--- src/twc_pkg.sv ---
// Package for the timer waveform and compare output block
//
// Summary of operation
// - Nonzero action select puts the compare output latch onto the pin.
// - Pin direction stays with the direction bit; latch shows only as output.
// - Pin override depends on action select only, never on wave mode.
// - Software can preset the latch before enabling the pin driver.
// - Action select zero leaves the latch unchanged on a match.
// - New action select acts at next match; force strobe acts at once.
// - Wave mode alone sets the count sequence; action select never does.
// - Mode 0 always increments, wraps 0xFF to 0x00, no hardware clear.
// - Normal mode sets overflow as count becomes zero; counting never clears.
// - Overflow flag also clears when its interrupt is serviced.
// - Normal mode accepts count writes at any time.
// - Mode 2 clears count to zero when it equals the compare value.
// - Clear-on-match compare writes are direct; low value wraps via 0xFF.
// - Clear-on-match raises the match flag each time count hits top.
// - Clear-on-match with action 1 toggles the latch every match.
// - Clear-on-match sets overflow when count passes 0xFF to 0x00.
// - Mode 3 counts up to maximum then clears to bottom next tick.
// - Fast PWM action 2 clears on match, sets at bottom; 3 reverses.
// - Fast PWM sets overflow each time the counter wraps from maximum to bottom.
// - Fast PWM compare zero gives spike; compare maximum gives constant level.
// - Fast PWM action 1 toggles on match with compare buffering active.
// - Fast PWM period is exactly 256 timer ticks.
// - PWM compare value is buffered; mode 3 loads it at bottom, mode 1 never; others write direct.
// - Match flag is set one timer tick after count equals compare.
// - Force strobe outside PWM modes updates latch like a match, no flag, no counter change.
// - Count write blocks any compare match on the following timer tick.
package twc_pkg;

  localparam int unsigned ADDR_W = 8;
  localparam int unsigned DATA_W = 8;

  // Register byte offsets
  localparam logic [7:0] OFS_CTRL    = 8'h00;
  localparam logic [7:0] OFS_COUNT   = 8'h04;
  localparam logic [7:0] OFS_COMPARE = 8'h08;
  localparam logic [7:0] OFS_FLAGS   = 8'h0C;
  localparam logic [7:0] OFS_PORT    = 8'h10;
  localparam logic [7:0] OFS_LATCH   = 8'h14;

  // Field positions
  localparam int unsigned CTRL_MODE_LSB = 0;
  localparam int unsigned CTRL_ACT_LSB  = 2;
  localparam int unsigned CTRL_FORCE    = 4;
  localparam int unsigned FLAG_OVF      = 0;
  localparam int unsigned FLAG_MATCH    = 1;
  localparam int unsigned PORT_VAL      = 0;
  localparam int unsigned PORT_DIR      = 1;

  // Count extremes
  localparam logic [7:0] CNT_BOTTOM = 8'h00;
  localparam logic [7:0] CNT_MAX    = 8'hFF;
  localparam logic [7:0] CNT_ONE    = 8'h01;

  // Reset values
  localparam logic [7:0] RST_BYTE = 8'h00;
  localparam logic       RST_BIT  = 1'b0;

  typedef enum logic [1:0] {
    WM_NORMAL = 2'b00,
    WM_DUAL   = 2'b01,
    WM_CLEAR  = 2'b10,
    WM_FAST   = 2'b11
  } twc_wave_e;

  typedef enum logic [1:0] {
    ACT_NONE   = 2'b00,
    ACT_TOGGLE = 2'b01,
    ACT_CLEAR  = 2'b10,
    ACT_SET    = 2'b11
  } twc_act_e;

  typedef struct packed {
    logic [ADDR_W-1:0] addr;
    logic [DATA_W-1:0] wdata;
    logic              wr;
    logic              rd;
  } twc_req_s;

  typedef struct packed {
    logic [7:0] count;
    logic [7:0] cmpActive;
    logic [7:0] cmpBuffer;
    twc_wave_e  waveMode;
    twc_act_e   actSel;
    logic       overflowFlag;
    logic       matchFlag;
    logic       matchPend;
    logic       blockNext;
    logic       latch;
    logic       portVal;
    logic       pinDir;
    logic [7:0] rdata;
  } twc_state_s;

endpackage

--- src/twc_timer.sv ---
// Timer counter with compare match output and pin override
`timescale 1ns/100ps
module twc_timer
  import twc_pkg::*;
(
  input  wire logic             core_clk,
  input  wire logic             rst_b,
  input  wire logic             clkEn,
  input  wire logic             timerTick,
  input  wire twc_req_s         busReq,
  output logic      [7:0]       busRdata,
  input  wire logic             overflowAck,
  input  wire logic             matchAck,
  output logic                  overflowFlag,
  output logic                  matchFlag,
  output logic                  pinOut,
  output logic                  pinOe_b
);

  ////////////////////////////////////////////////////////////////////////////
  twc_state_s stQ;
  twc_state_s stD;

  function automatic logic applyAct(input twc_act_e act, input logic cur);
    logic res;
    res = cur;
    unique case (act)
      ACT_NONE:   res = cur;
      ACT_TOGGLE: res = ~cur;
      ACT_CLEAR:  res = 1'b0;
      ACT_SET:    res = 1'b1;
    endcase
    return res;
  endfunction

  function automatic logic isWrite(input twc_req_s r, input logic [7:0] ofs);
    return r.wr && (r.addr == ofs);
  endfunction

  ////////////////////////////////////////////////////////////////////////////
  logic tick;
  logic cntWr;
  logic cmpWr;
  logic ctrlWr;
  logic flagWr;
  logic isPwm;
  logic cmpEq;
  logic match;
  logic atMax;
  logic forceNow;

  always_comb begin
    tick     = timerTick;
    cntWr    = isWrite(busReq, OFS_COUNT);
    cmpWr    = isWrite(busReq, OFS_COMPARE);
    ctrlWr   = isWrite(busReq, OFS_CTRL);
    flagWr   = isWrite(busReq, OFS_FLAGS);
    isPwm    = stQ.waveMode[0];
    cmpEq    = (stQ.count == stQ.cmpActive);
    // A pending count write eats the match of the next tick
    match    = tick && cmpEq && !stQ.blockNext && !cntWr;
    atMax    = (stQ.count == CNT_MAX);
    forceNow = ctrlWr && busReq.wdata[CTRL_FORCE] && !isPwm;
  end

  ////////////////////////////////////////////////////////////////////////////
  always_comb begin
    stD = stQ;

    // Counter sequence: wave mode only, action select not consulted
    if (tick) begin
      unique case (stQ.waveMode)
        WM_NORMAL, WM_DUAL: begin
          stD.count = stQ.count + CNT_ONE;
          if (atMax) begin
            stD.overflowFlag = 1'b1;
          end
        end
        WM_CLEAR: begin
          if (match) begin
            stD.count = CNT_BOTTOM;
          end else begin
            stD.count = stQ.count + CNT_ONE;
          end
          if (atMax && !match) begin
            stD.overflowFlag = 1'b1;
          end
        end
        WM_FAST: begin
          if (atMax) begin
            stD.count        = CNT_BOTTOM;
            stD.overflowFlag = 1'b1;
            stD.cmpActive    = stQ.cmpBuffer;
          end else begin
            stD.count = stQ.count + CNT_ONE;
          end
        end
      endcase
      stD.blockNext = 1'b0;
      // Flag follows the match by one tick
      stD.matchPend = match;
      if (stQ.matchPend) begin
        stD.matchFlag = 1'b1;
      end
    end

    // Latch actions; bottom set/clear after match so compare MAX is steady
    if (match) begin
      stD.latch = applyAct(stQ.actSel, stQ.latch);
    end
    if (tick && stQ.waveMode == WM_FAST && atMax) begin
      if (stQ.actSel == ACT_CLEAR) begin
        stD.latch = 1'b1;
      end else if (stQ.actSel == ACT_SET) begin
        stD.latch = 1'b0;
      end
    end
    if (forceNow) begin
      // Force uses the action select value just written
      stD.latch = applyAct(twc_act_e'(busReq.wdata[CTRL_ACT_LSB +: 2]),
                           stQ.latch);
    end

    // Software writes override counting
    if (ctrlWr) begin
      stD.waveMode = twc_wave_e'(busReq.wdata[CTRL_MODE_LSB +: 2]);
      stD.actSel   = twc_act_e'(busReq.wdata[CTRL_ACT_LSB +: 2]);
    end
    if (cntWr) begin
      stD.count     = busReq.wdata;
      stD.blockNext = 1'b1;
    end
    if (cmpWr) begin
      stD.cmpBuffer = busReq.wdata;
      if (!isPwm) begin
        stD.cmpActive = busReq.wdata;
      end
    end
    if (isWrite(busReq, OFS_LATCH)) begin
      stD.latch = busReq.wdata[0];
    end
    if (isWrite(busReq, OFS_PORT)) begin
      stD.portVal = busReq.wdata[PORT_VAL];
      stD.pinDir  = busReq.wdata[PORT_DIR];
    end

    // Clears lose against a set in the same cycle
    if ((flagWr && busReq.wdata[FLAG_OVF]) || overflowAck) begin
      stD.overflowFlag = 1'b0;
    end
    if ((flagWr && busReq.wdata[FLAG_MATCH]) || matchAck) begin
      stD.matchFlag = 1'b0;
    end
    if (tick && stD.count == CNT_BOTTOM && stQ.count == CNT_MAX
        && stQ.waveMode != WM_FAST) begin
      stD.overflowFlag = 1'b1;
    end
    if (tick && stQ.waveMode == WM_FAST && atMax) begin
      stD.overflowFlag = 1'b1;
    end
    if (tick && stQ.matchPend) begin
      stD.matchFlag = 1'b1;
    end

    // Read data valid the cycle after the strobe only
    stD.rdata = RST_BYTE;
    if (busReq.rd) begin
      unique case (busReq.addr)
        OFS_CTRL:    stD.rdata = {4'h0, stQ.actSel, stQ.waveMode};
        OFS_COUNT:   stD.rdata = stQ.count;
        OFS_COMPARE: stD.rdata = stQ.cmpBuffer;
        OFS_FLAGS:   stD.rdata = {6'h00, stQ.matchFlag, stQ.overflowFlag};
        OFS_PORT:    stD.rdata = {6'h00, stQ.pinDir, stQ.portVal};
        OFS_LATCH:   stD.rdata = {7'h00, stQ.latch};
        default:     stD.rdata = RST_BYTE;
      endcase
    end
  end

  ////////////////////////////////////////////////////////////////////////////
  always_ff @(posedge core_clk or negedge rst_b) begin
    if (!rst_b) begin
      stQ <= '0;
    end else if (clkEn) begin
      stQ <= stD;
    end
  end

  ////////////////////////////////////////////////////////////////////////////
  always_comb begin
    busRdata     = stQ.rdata;
    overflowFlag = stQ.overflowFlag;
    matchFlag    = stQ.matchFlag;
    // Override follows action select, independent of wave mode
    pinOut  = (stQ.actSel != ACT_NONE) ? stQ.latch : stQ.portVal;
    pinOe_b = ~stQ.pinDir;
  end

endmodule

--- config.mk ---
export PLATFORM = sky130hd
export DESIGN_NAME = twc_timer
export DESIGN_NICKNAME = d
export VERILOG_FILES = /design/src/twc_pkg.sv /design/src/twc_timer.sv
export SDC_FILE = /design/constraint.sdc
export NUM_CORES = 1
export LEC_CHECK = 0
export BUFFER_PORTS_ARGS = -buffer_cell sky130_fd_sc_hd__clkbuf_2
export CORE_MARGIN = 2
export CORE_UTILIZATION = 39
export CTS_CLUSTER_DIAMETER = 40
export CTS_CLUSTER_SIZE = 20
export DETAILED_ROUTE_END_ITERATION = 16
export SLEW_MARGIN = 20
export SYNTH_ARGS = -nofsm -noshare
export SYNTH_HDL_FRONTEND = slang
export SYNTH_SLANG_ARGS = --single-unit
--- constraint.sdc ---
create_clock -name core_clk -period 2.74 [get_ports core_clk]
set_input_delay 0.548 -clock core_clk [delete_from_list [all_inputs] [get_ports core_clk]]
set_output_delay 0.548 -clock core_clk [all_outputs]
set_load 0.05 [all_outputs]
-- After elaboration in Yosys (flattened, before gate mapping)
Index checks and enable logic that the tools add are counted.
- register bits: 43
- input bits: 24
- logic and storage cells: 113
- reductions and logical operators: 46
- multiplexer cells: 31
- bitwise logic cells: 2
- equal/unequal tests: 20
- add/sub/neg operators: 1
- operators with widths (cell ; number):
    two-way mux 8 bit ; 7
    case mux 8 bit (6 select lines) ; 1
    two-way mux 16 bit ; 2
    case mux 8 bit (3 select lines) ; 1
    logical AND 1 bit ; 20
    equality test 8 x 4 -> 1 bit, second input constant ; 2
    equality test 8 x 5 -> 1 bit, second input constant ; 2
    logical NOT 8 bit ; 2
    two-way mux 1 bit ; 16
    equality test 2 bit, second input constant ; 6
    AND reduction 2 bit ; 6
    adder 8 x 1 -> 8 bit, second input constant ; 1
    equality test 8 x 3 -> 1 bit, second input constant ; 1
    equality test 8 bit ; 1
    equality test 8 bit, second input constant ; 1
    equality test 2 x 1 -> 1 bit, second input constant ; 3
    logical NOT 2 bit ; 3
    nonzero test 3 bit ; 2
    != test 5 x 1 -> 1 bit, second input constant ; 1
    != test 5 bit, second input constant ; 1
    logical NOT 1 bit ; 4
    two-way mux 4 bit ; 1
    case mux 1 bit (4 select lines) ; 1
    AND reduction 4 bit ; 1
    11 further kinds ; 14

-- Longest topological paths before layout
- depth after elaboration: 14
- depth in mapped cells: 9
- mapped depth without buffers: 9

-- Worst setup path before layout
OpenSTA, ideal clock, no wires.
- path type: input port to flip-flop
- from: in busReq[11] (netlist name)
- to: reg stQ, in the netlist overflowFlag
- library setup time: 0.092 ns
- cell stages on the path: 7
- data arrival time: 2.271 ns
- required time: 2.648 ns
- setup slack: 0.377 ns
- cells stage by stage: nor4_1 nand2_1 nor3_1 buf_2 o21ai_0 or4_1 o31ai_2
- longest elaborated chain between the ends: 14
- elaborated cells between the ends (all ways): 25
- ends and longest elaborated chain (item ; RTL line ; source):
    start, declared ; twc_timer.sv:10 ; input wire twc_req_s busReq,
    equality test 8 x 3 -> 1 bit ; twc_timer.sv:37 ; return r.wr && (r.addr == ofs);
    logical AND 1 bit ; twc_timer.sv:37 ;
    logical NOT 1 bit ; twc_timer.sv:61 ; match = tick && cmpEq && !stQ.blockNext && !cntWr;
    logical AND 1 bit ; twc_timer.sv:61 ;
    two-way mux 8 bit ; twc_timer.sv:80 ; if (match) begin
    case mux 8 bit (3 select lines) ; twc_timer.sv:72 ; unique case (stQ.waveMode)
    two-way mux 16 bit ; twc_timer.sv:71 ; if (tick) begin
    two-way mux 8 bit ; twc_timer.sv:129 ; if (cntWr) begin
    logical NOT 8 bit ; twc_timer.sv:154 ; if (tick && stD.count == CNT_BOTTOM && stQ.count == CNT_MAX
    logical AND 1 bit (2 in series) ; twc_timer.sv:154 ;
    logical AND 1 bit ; twc_timer.sv:155 ; && stQ.waveMode != WM_FAST) begin
    != test 5 bit (no line) (tied with other cells) ; - ;
    AND reduction 4 bit (no line) or two-way mux 1 bit (tied branches) ; - ;
    end signal, assigned ; twc_timer.sv:185 ; stQ <= stD;
    end, declared ; twc_timer.sv:21 ; twc_state_s stQ;
Parallel ways exist; a longest one is shown, timed or not.
A chain may end at the register's enable or synchronous reset.

-- Worst setup path after layout
- from: reg stQ[35] (netlist name)
- to: reg stQ, in the netlist overflowFlag
- longest elaborated chain between the ends: 14
- elaborated cells between the ends (all ways): 24
- ends and longest elaborated chain (item):
    branches (longest 14 deep; another with adder 8 x 1 -> 8 bit)
Several ways; the timed one is not identified.

==> results.sh <==
export IMPL_start_kind="flop"
export IMPL_post_cts_setup_buffers=0
export IMPL_dieHeight_um=86.8
export IMPL_synth_main_ff_cell="dfrtp_1"
export IMPL_synth_top_area_share_pct=40.2
export IMPL_synthTopCellsByArea="dfrtp_1 (40%), mux2_2 (8.4%), a21oi_1 (4.7%)"
export IMPL_cts_resized_gates=0
export IMPL_cts_root_buf="clkbuf_8"
export IMPL_synthMostInstantiatedCell="dfrtp_1"
export IMPL_outcome="completed"
export IMPL_drive_above_1_share_pct=27.9
export IMPL_skew_ns=0.00339
export IMPL_place_congestion=1.02
export IMPL_slowest_delay_ns=0.54
export IMPL_fin_setup_tns_ns=0
export IMPL_ant_nets=0
export IMPL_placedCellCount=416
export IMPL_reg2reg_to="overflowFlag"
export IMPL_syn_inst=297
export IMPL_fp_dieW_um=86.8
export IMPL_ctsHoldBuffers=0
export IMPL_ys_async_sr_fraction_pct=100
export IMPL_yosys_warnings=0
export IMPL_max_vdd_ir_drop_mv=0.264
export IMPL_r2r_cells=10
export IMPL_clk_pin_slew_worst_paths_ns=0.09
export IMPL_crit_type="flop to flop"
export IMPL_synth_nets=322
export IMPL_postLayoutCellArea_um2=3120
export IMPL_cap_violations=0
export IMPL_grt_ovfl_total=0
export IMPL_synth_cell_type_count=50
export IMPL_dieArea_um2=7540
export IMPL_place_area_um2=3010
export IMPL_setup_viol=0
export IMPL_syn_area_um2=2680
export IMPL_path_cells="buf_4 -> xor2_1 -> nor2_1 -> nand3_2 -> nor3_2 -> buf_4 -> o31ai_1 -> o22a_1 -> or4_1 -> o31ai_2"
export IMPL_fin_crit_ns=2.56
export IMPL_io_pins=36
export IMPL_cp_end_kind="flop"
export IMPL_synth_seq_area_share_pct=40.2
export IMPL_hpwl_um=5850
export IMPL_synth_edf_count=0
export IMPL_initial_core_util_pct=39.8
export IMPL_numCtsBuffers=5
export IMPL_netlist_top_cells_count="dfrtp_1 (43), nor2_1 (26), a21oi_1 (25)"
export IMPL_clockBufferDepth=2
export IMPL_track_usage_pct=22.1
export IMPL_diodes=0
export IMPL_slew_headroom_pct=61.5
export IMPL_cp_arrival_ns=2.77
export IMPL_htree_levels=2
export IMPL_utilization_pct=46.5
export IMPL_antenna_found_initial=0
export IMPL_ys_ff_latch=43
export IMPL_p_leak_nw=1.44
export IMPL_worst_path_most_repeated_cell="buf_4"
export IMPL_drt_pass1_iterations=5
export IMPL_grt_max_degree=44
export IMPL_vias=2427
export IMPL_min_path_type="input port to async pin"
export IMPL_clock_sinks=43
export IMPL_worst_ep_required_time_ns=2.96
export IMPL_first_global_vias=2429
export IMPL_wirelength_um=7780
export IMPL_wl_per_cell_um=18.3
export IMPL_rsz0062_at_grt="no"
export IMPL_avgSynthCellArea_um2=9.01
export IMPL_cts_tree="yes"
export IMPL_p_per_area_nw_per_um2=589
export IMPL_yosysTopAreaCell="dfrtp_1"
export IMPL_io_buffers=35
export IMPL_drv_slew=0
export IMPL_final_nets=368
export IMPL_clk_latency_ns=0.30
export IMPL_fin_cells=424
export IMPL_cp_slowest_cell="or4_1"
export IMPL_max_freq_mhz=391
export IMPL_synthToLayoutAreaGrowth_pct=16.7
export IMPL_reg2reg_slack_ns=0.18
export IMPL_worst_r2r_startpoint="stQ[35]"
export IMPL_max_slew_worst_pin_slew_ns=0.578
export IMPL_core_um2=6720
export IMPL_hold_slack_ns=0.313
export IMPL_finalHoldViolCount=0
export IMPL_vias_per_cell=5.72
export IMPL_fin_crit_sh_pct=93.3
export IMPL_path_max_fanout=7
export IMPL_grt_pass1_wl_um=12800
export IMPL_num_rows=30
export IMPL_drt_first_iter_violations=182
export IMPL_post_route_drc_count=0
-- critical path, delay by kind of cell (launching register included) --
kind                   cells  cell delay [ns]
AND/OR/NAND/NOR            4             1.17
AO/OA/AOI/OAI              3             0.41
flip-flops                 1             0.40
buffers and inverters      2             0.33
XOR/XNOR                   1             0.16
-- registers in the layout (all words and copies together), names as in the netlist --
signal	count
stQ	32
busRdata	8
isPwm	1
matchFlag	1
overflowFlag	1
-- per-layer routing --
metal | track usage [%] | vias to the layer above | part of all wire [%]
met5 | 0 | - | 0
met4 | 5.82 | 0 | 1.4
met3 | 3.14 | 7 | 5.1
met2 | 35.7 | 80 | 47
met1 | 31.1 | 1178 | 47
li1 | - | 1162 | -
-- layout by cell type, fill, tap and decap left out, drive strengths merged, types with 2 or more instances in the layout --
cell / n
a211oi: 2
dfrtp: 43
o31ai: 6
and3: 8
a22oi: 4
mux2i: 6
nor3b: 2
nor2: 26
a21boi: 2
nand4: 4
a21oi: 25
o22ai: 17
nor4b: 2
and2: 3
or3: 3
buf: 25
clkbuf: 40
o21ai: 14
inv: 18
mux2: 20
nand2: 20
xor2: 9
a31oi: 3
nand2b: 2
clkinv: 2
nand3: 12
nor4: 3
o211ai: 2
nor3: 9
-- power breakdown --
group / internal, W / total, W / leakage [nW] / switching, W
Clock: 0.000272 / 0.000511 / 0.0581 / 0.000239
Combinational: 0.000238 / 0.000566 / 0.817 / 0.000328
Sequential: 0.000695 / 0.000764 / 0.569 / 0.0000685
-- per-stage QoR --
step / power [W] / setup WS (ns)
4_1_cts: 0.00185 / 0.192
2_1_floorplan: 0.00115 / 0.377
3_5_place_dp: 0.00134 / 0.219
3_3_place_gp: 0.00135 / 0.207
5_1_grt: 0.00194 / 0.0610
6_report: 0.00184 / 0.184
-- worst max-delay path by stage --
| stage | startpoint | to | slack [ns] | cells after the start |
|---|---|---|---|---|
| after global routing | stQ[42] | overflowFlag | 0.06 | 9 |
| after CTS | stQ[35] | overflowFlag | 0.19 | 10 |
| final | stQ[35] | overflowFlag | 0.18 | 10 |
| after global placement | busReq[14] | overflowFlag | 0.21 | 9 |
| after detailed placement | busReq[14] | overflowFlag | 0.22 | 9 |
| after floorplan | busReq[11] | overflowFlag | 0.38 | 7 |
-- cells by family after synthesis --
| logic type | share of synthesized area, % |
|---|---|
| buffers and inverters | 7.29 |
| AOI/OAI and AO/OA | 19.4 |
| muxes | 10.7 |
| DFF | 40.2 |
| and+or+nand+nor | 19.1 |
| adders and majority gates | 0.467 |
| xor gates and xnor gates | 2.95 |
-- final cells by class --
class | instances | area [um2]
clock buffers | 5 | 68.8
well taps | 80 | 100
repair buffers | 60 | 363
multi-input cells | 215 | 1410
fillers | 653 | 3590
clock inverters | 3 | 43.8
flip-flops and latches | 43 | 1080
inverters | 18 | 67.6
Note: power is estimated with default switching activity, not from simulation.
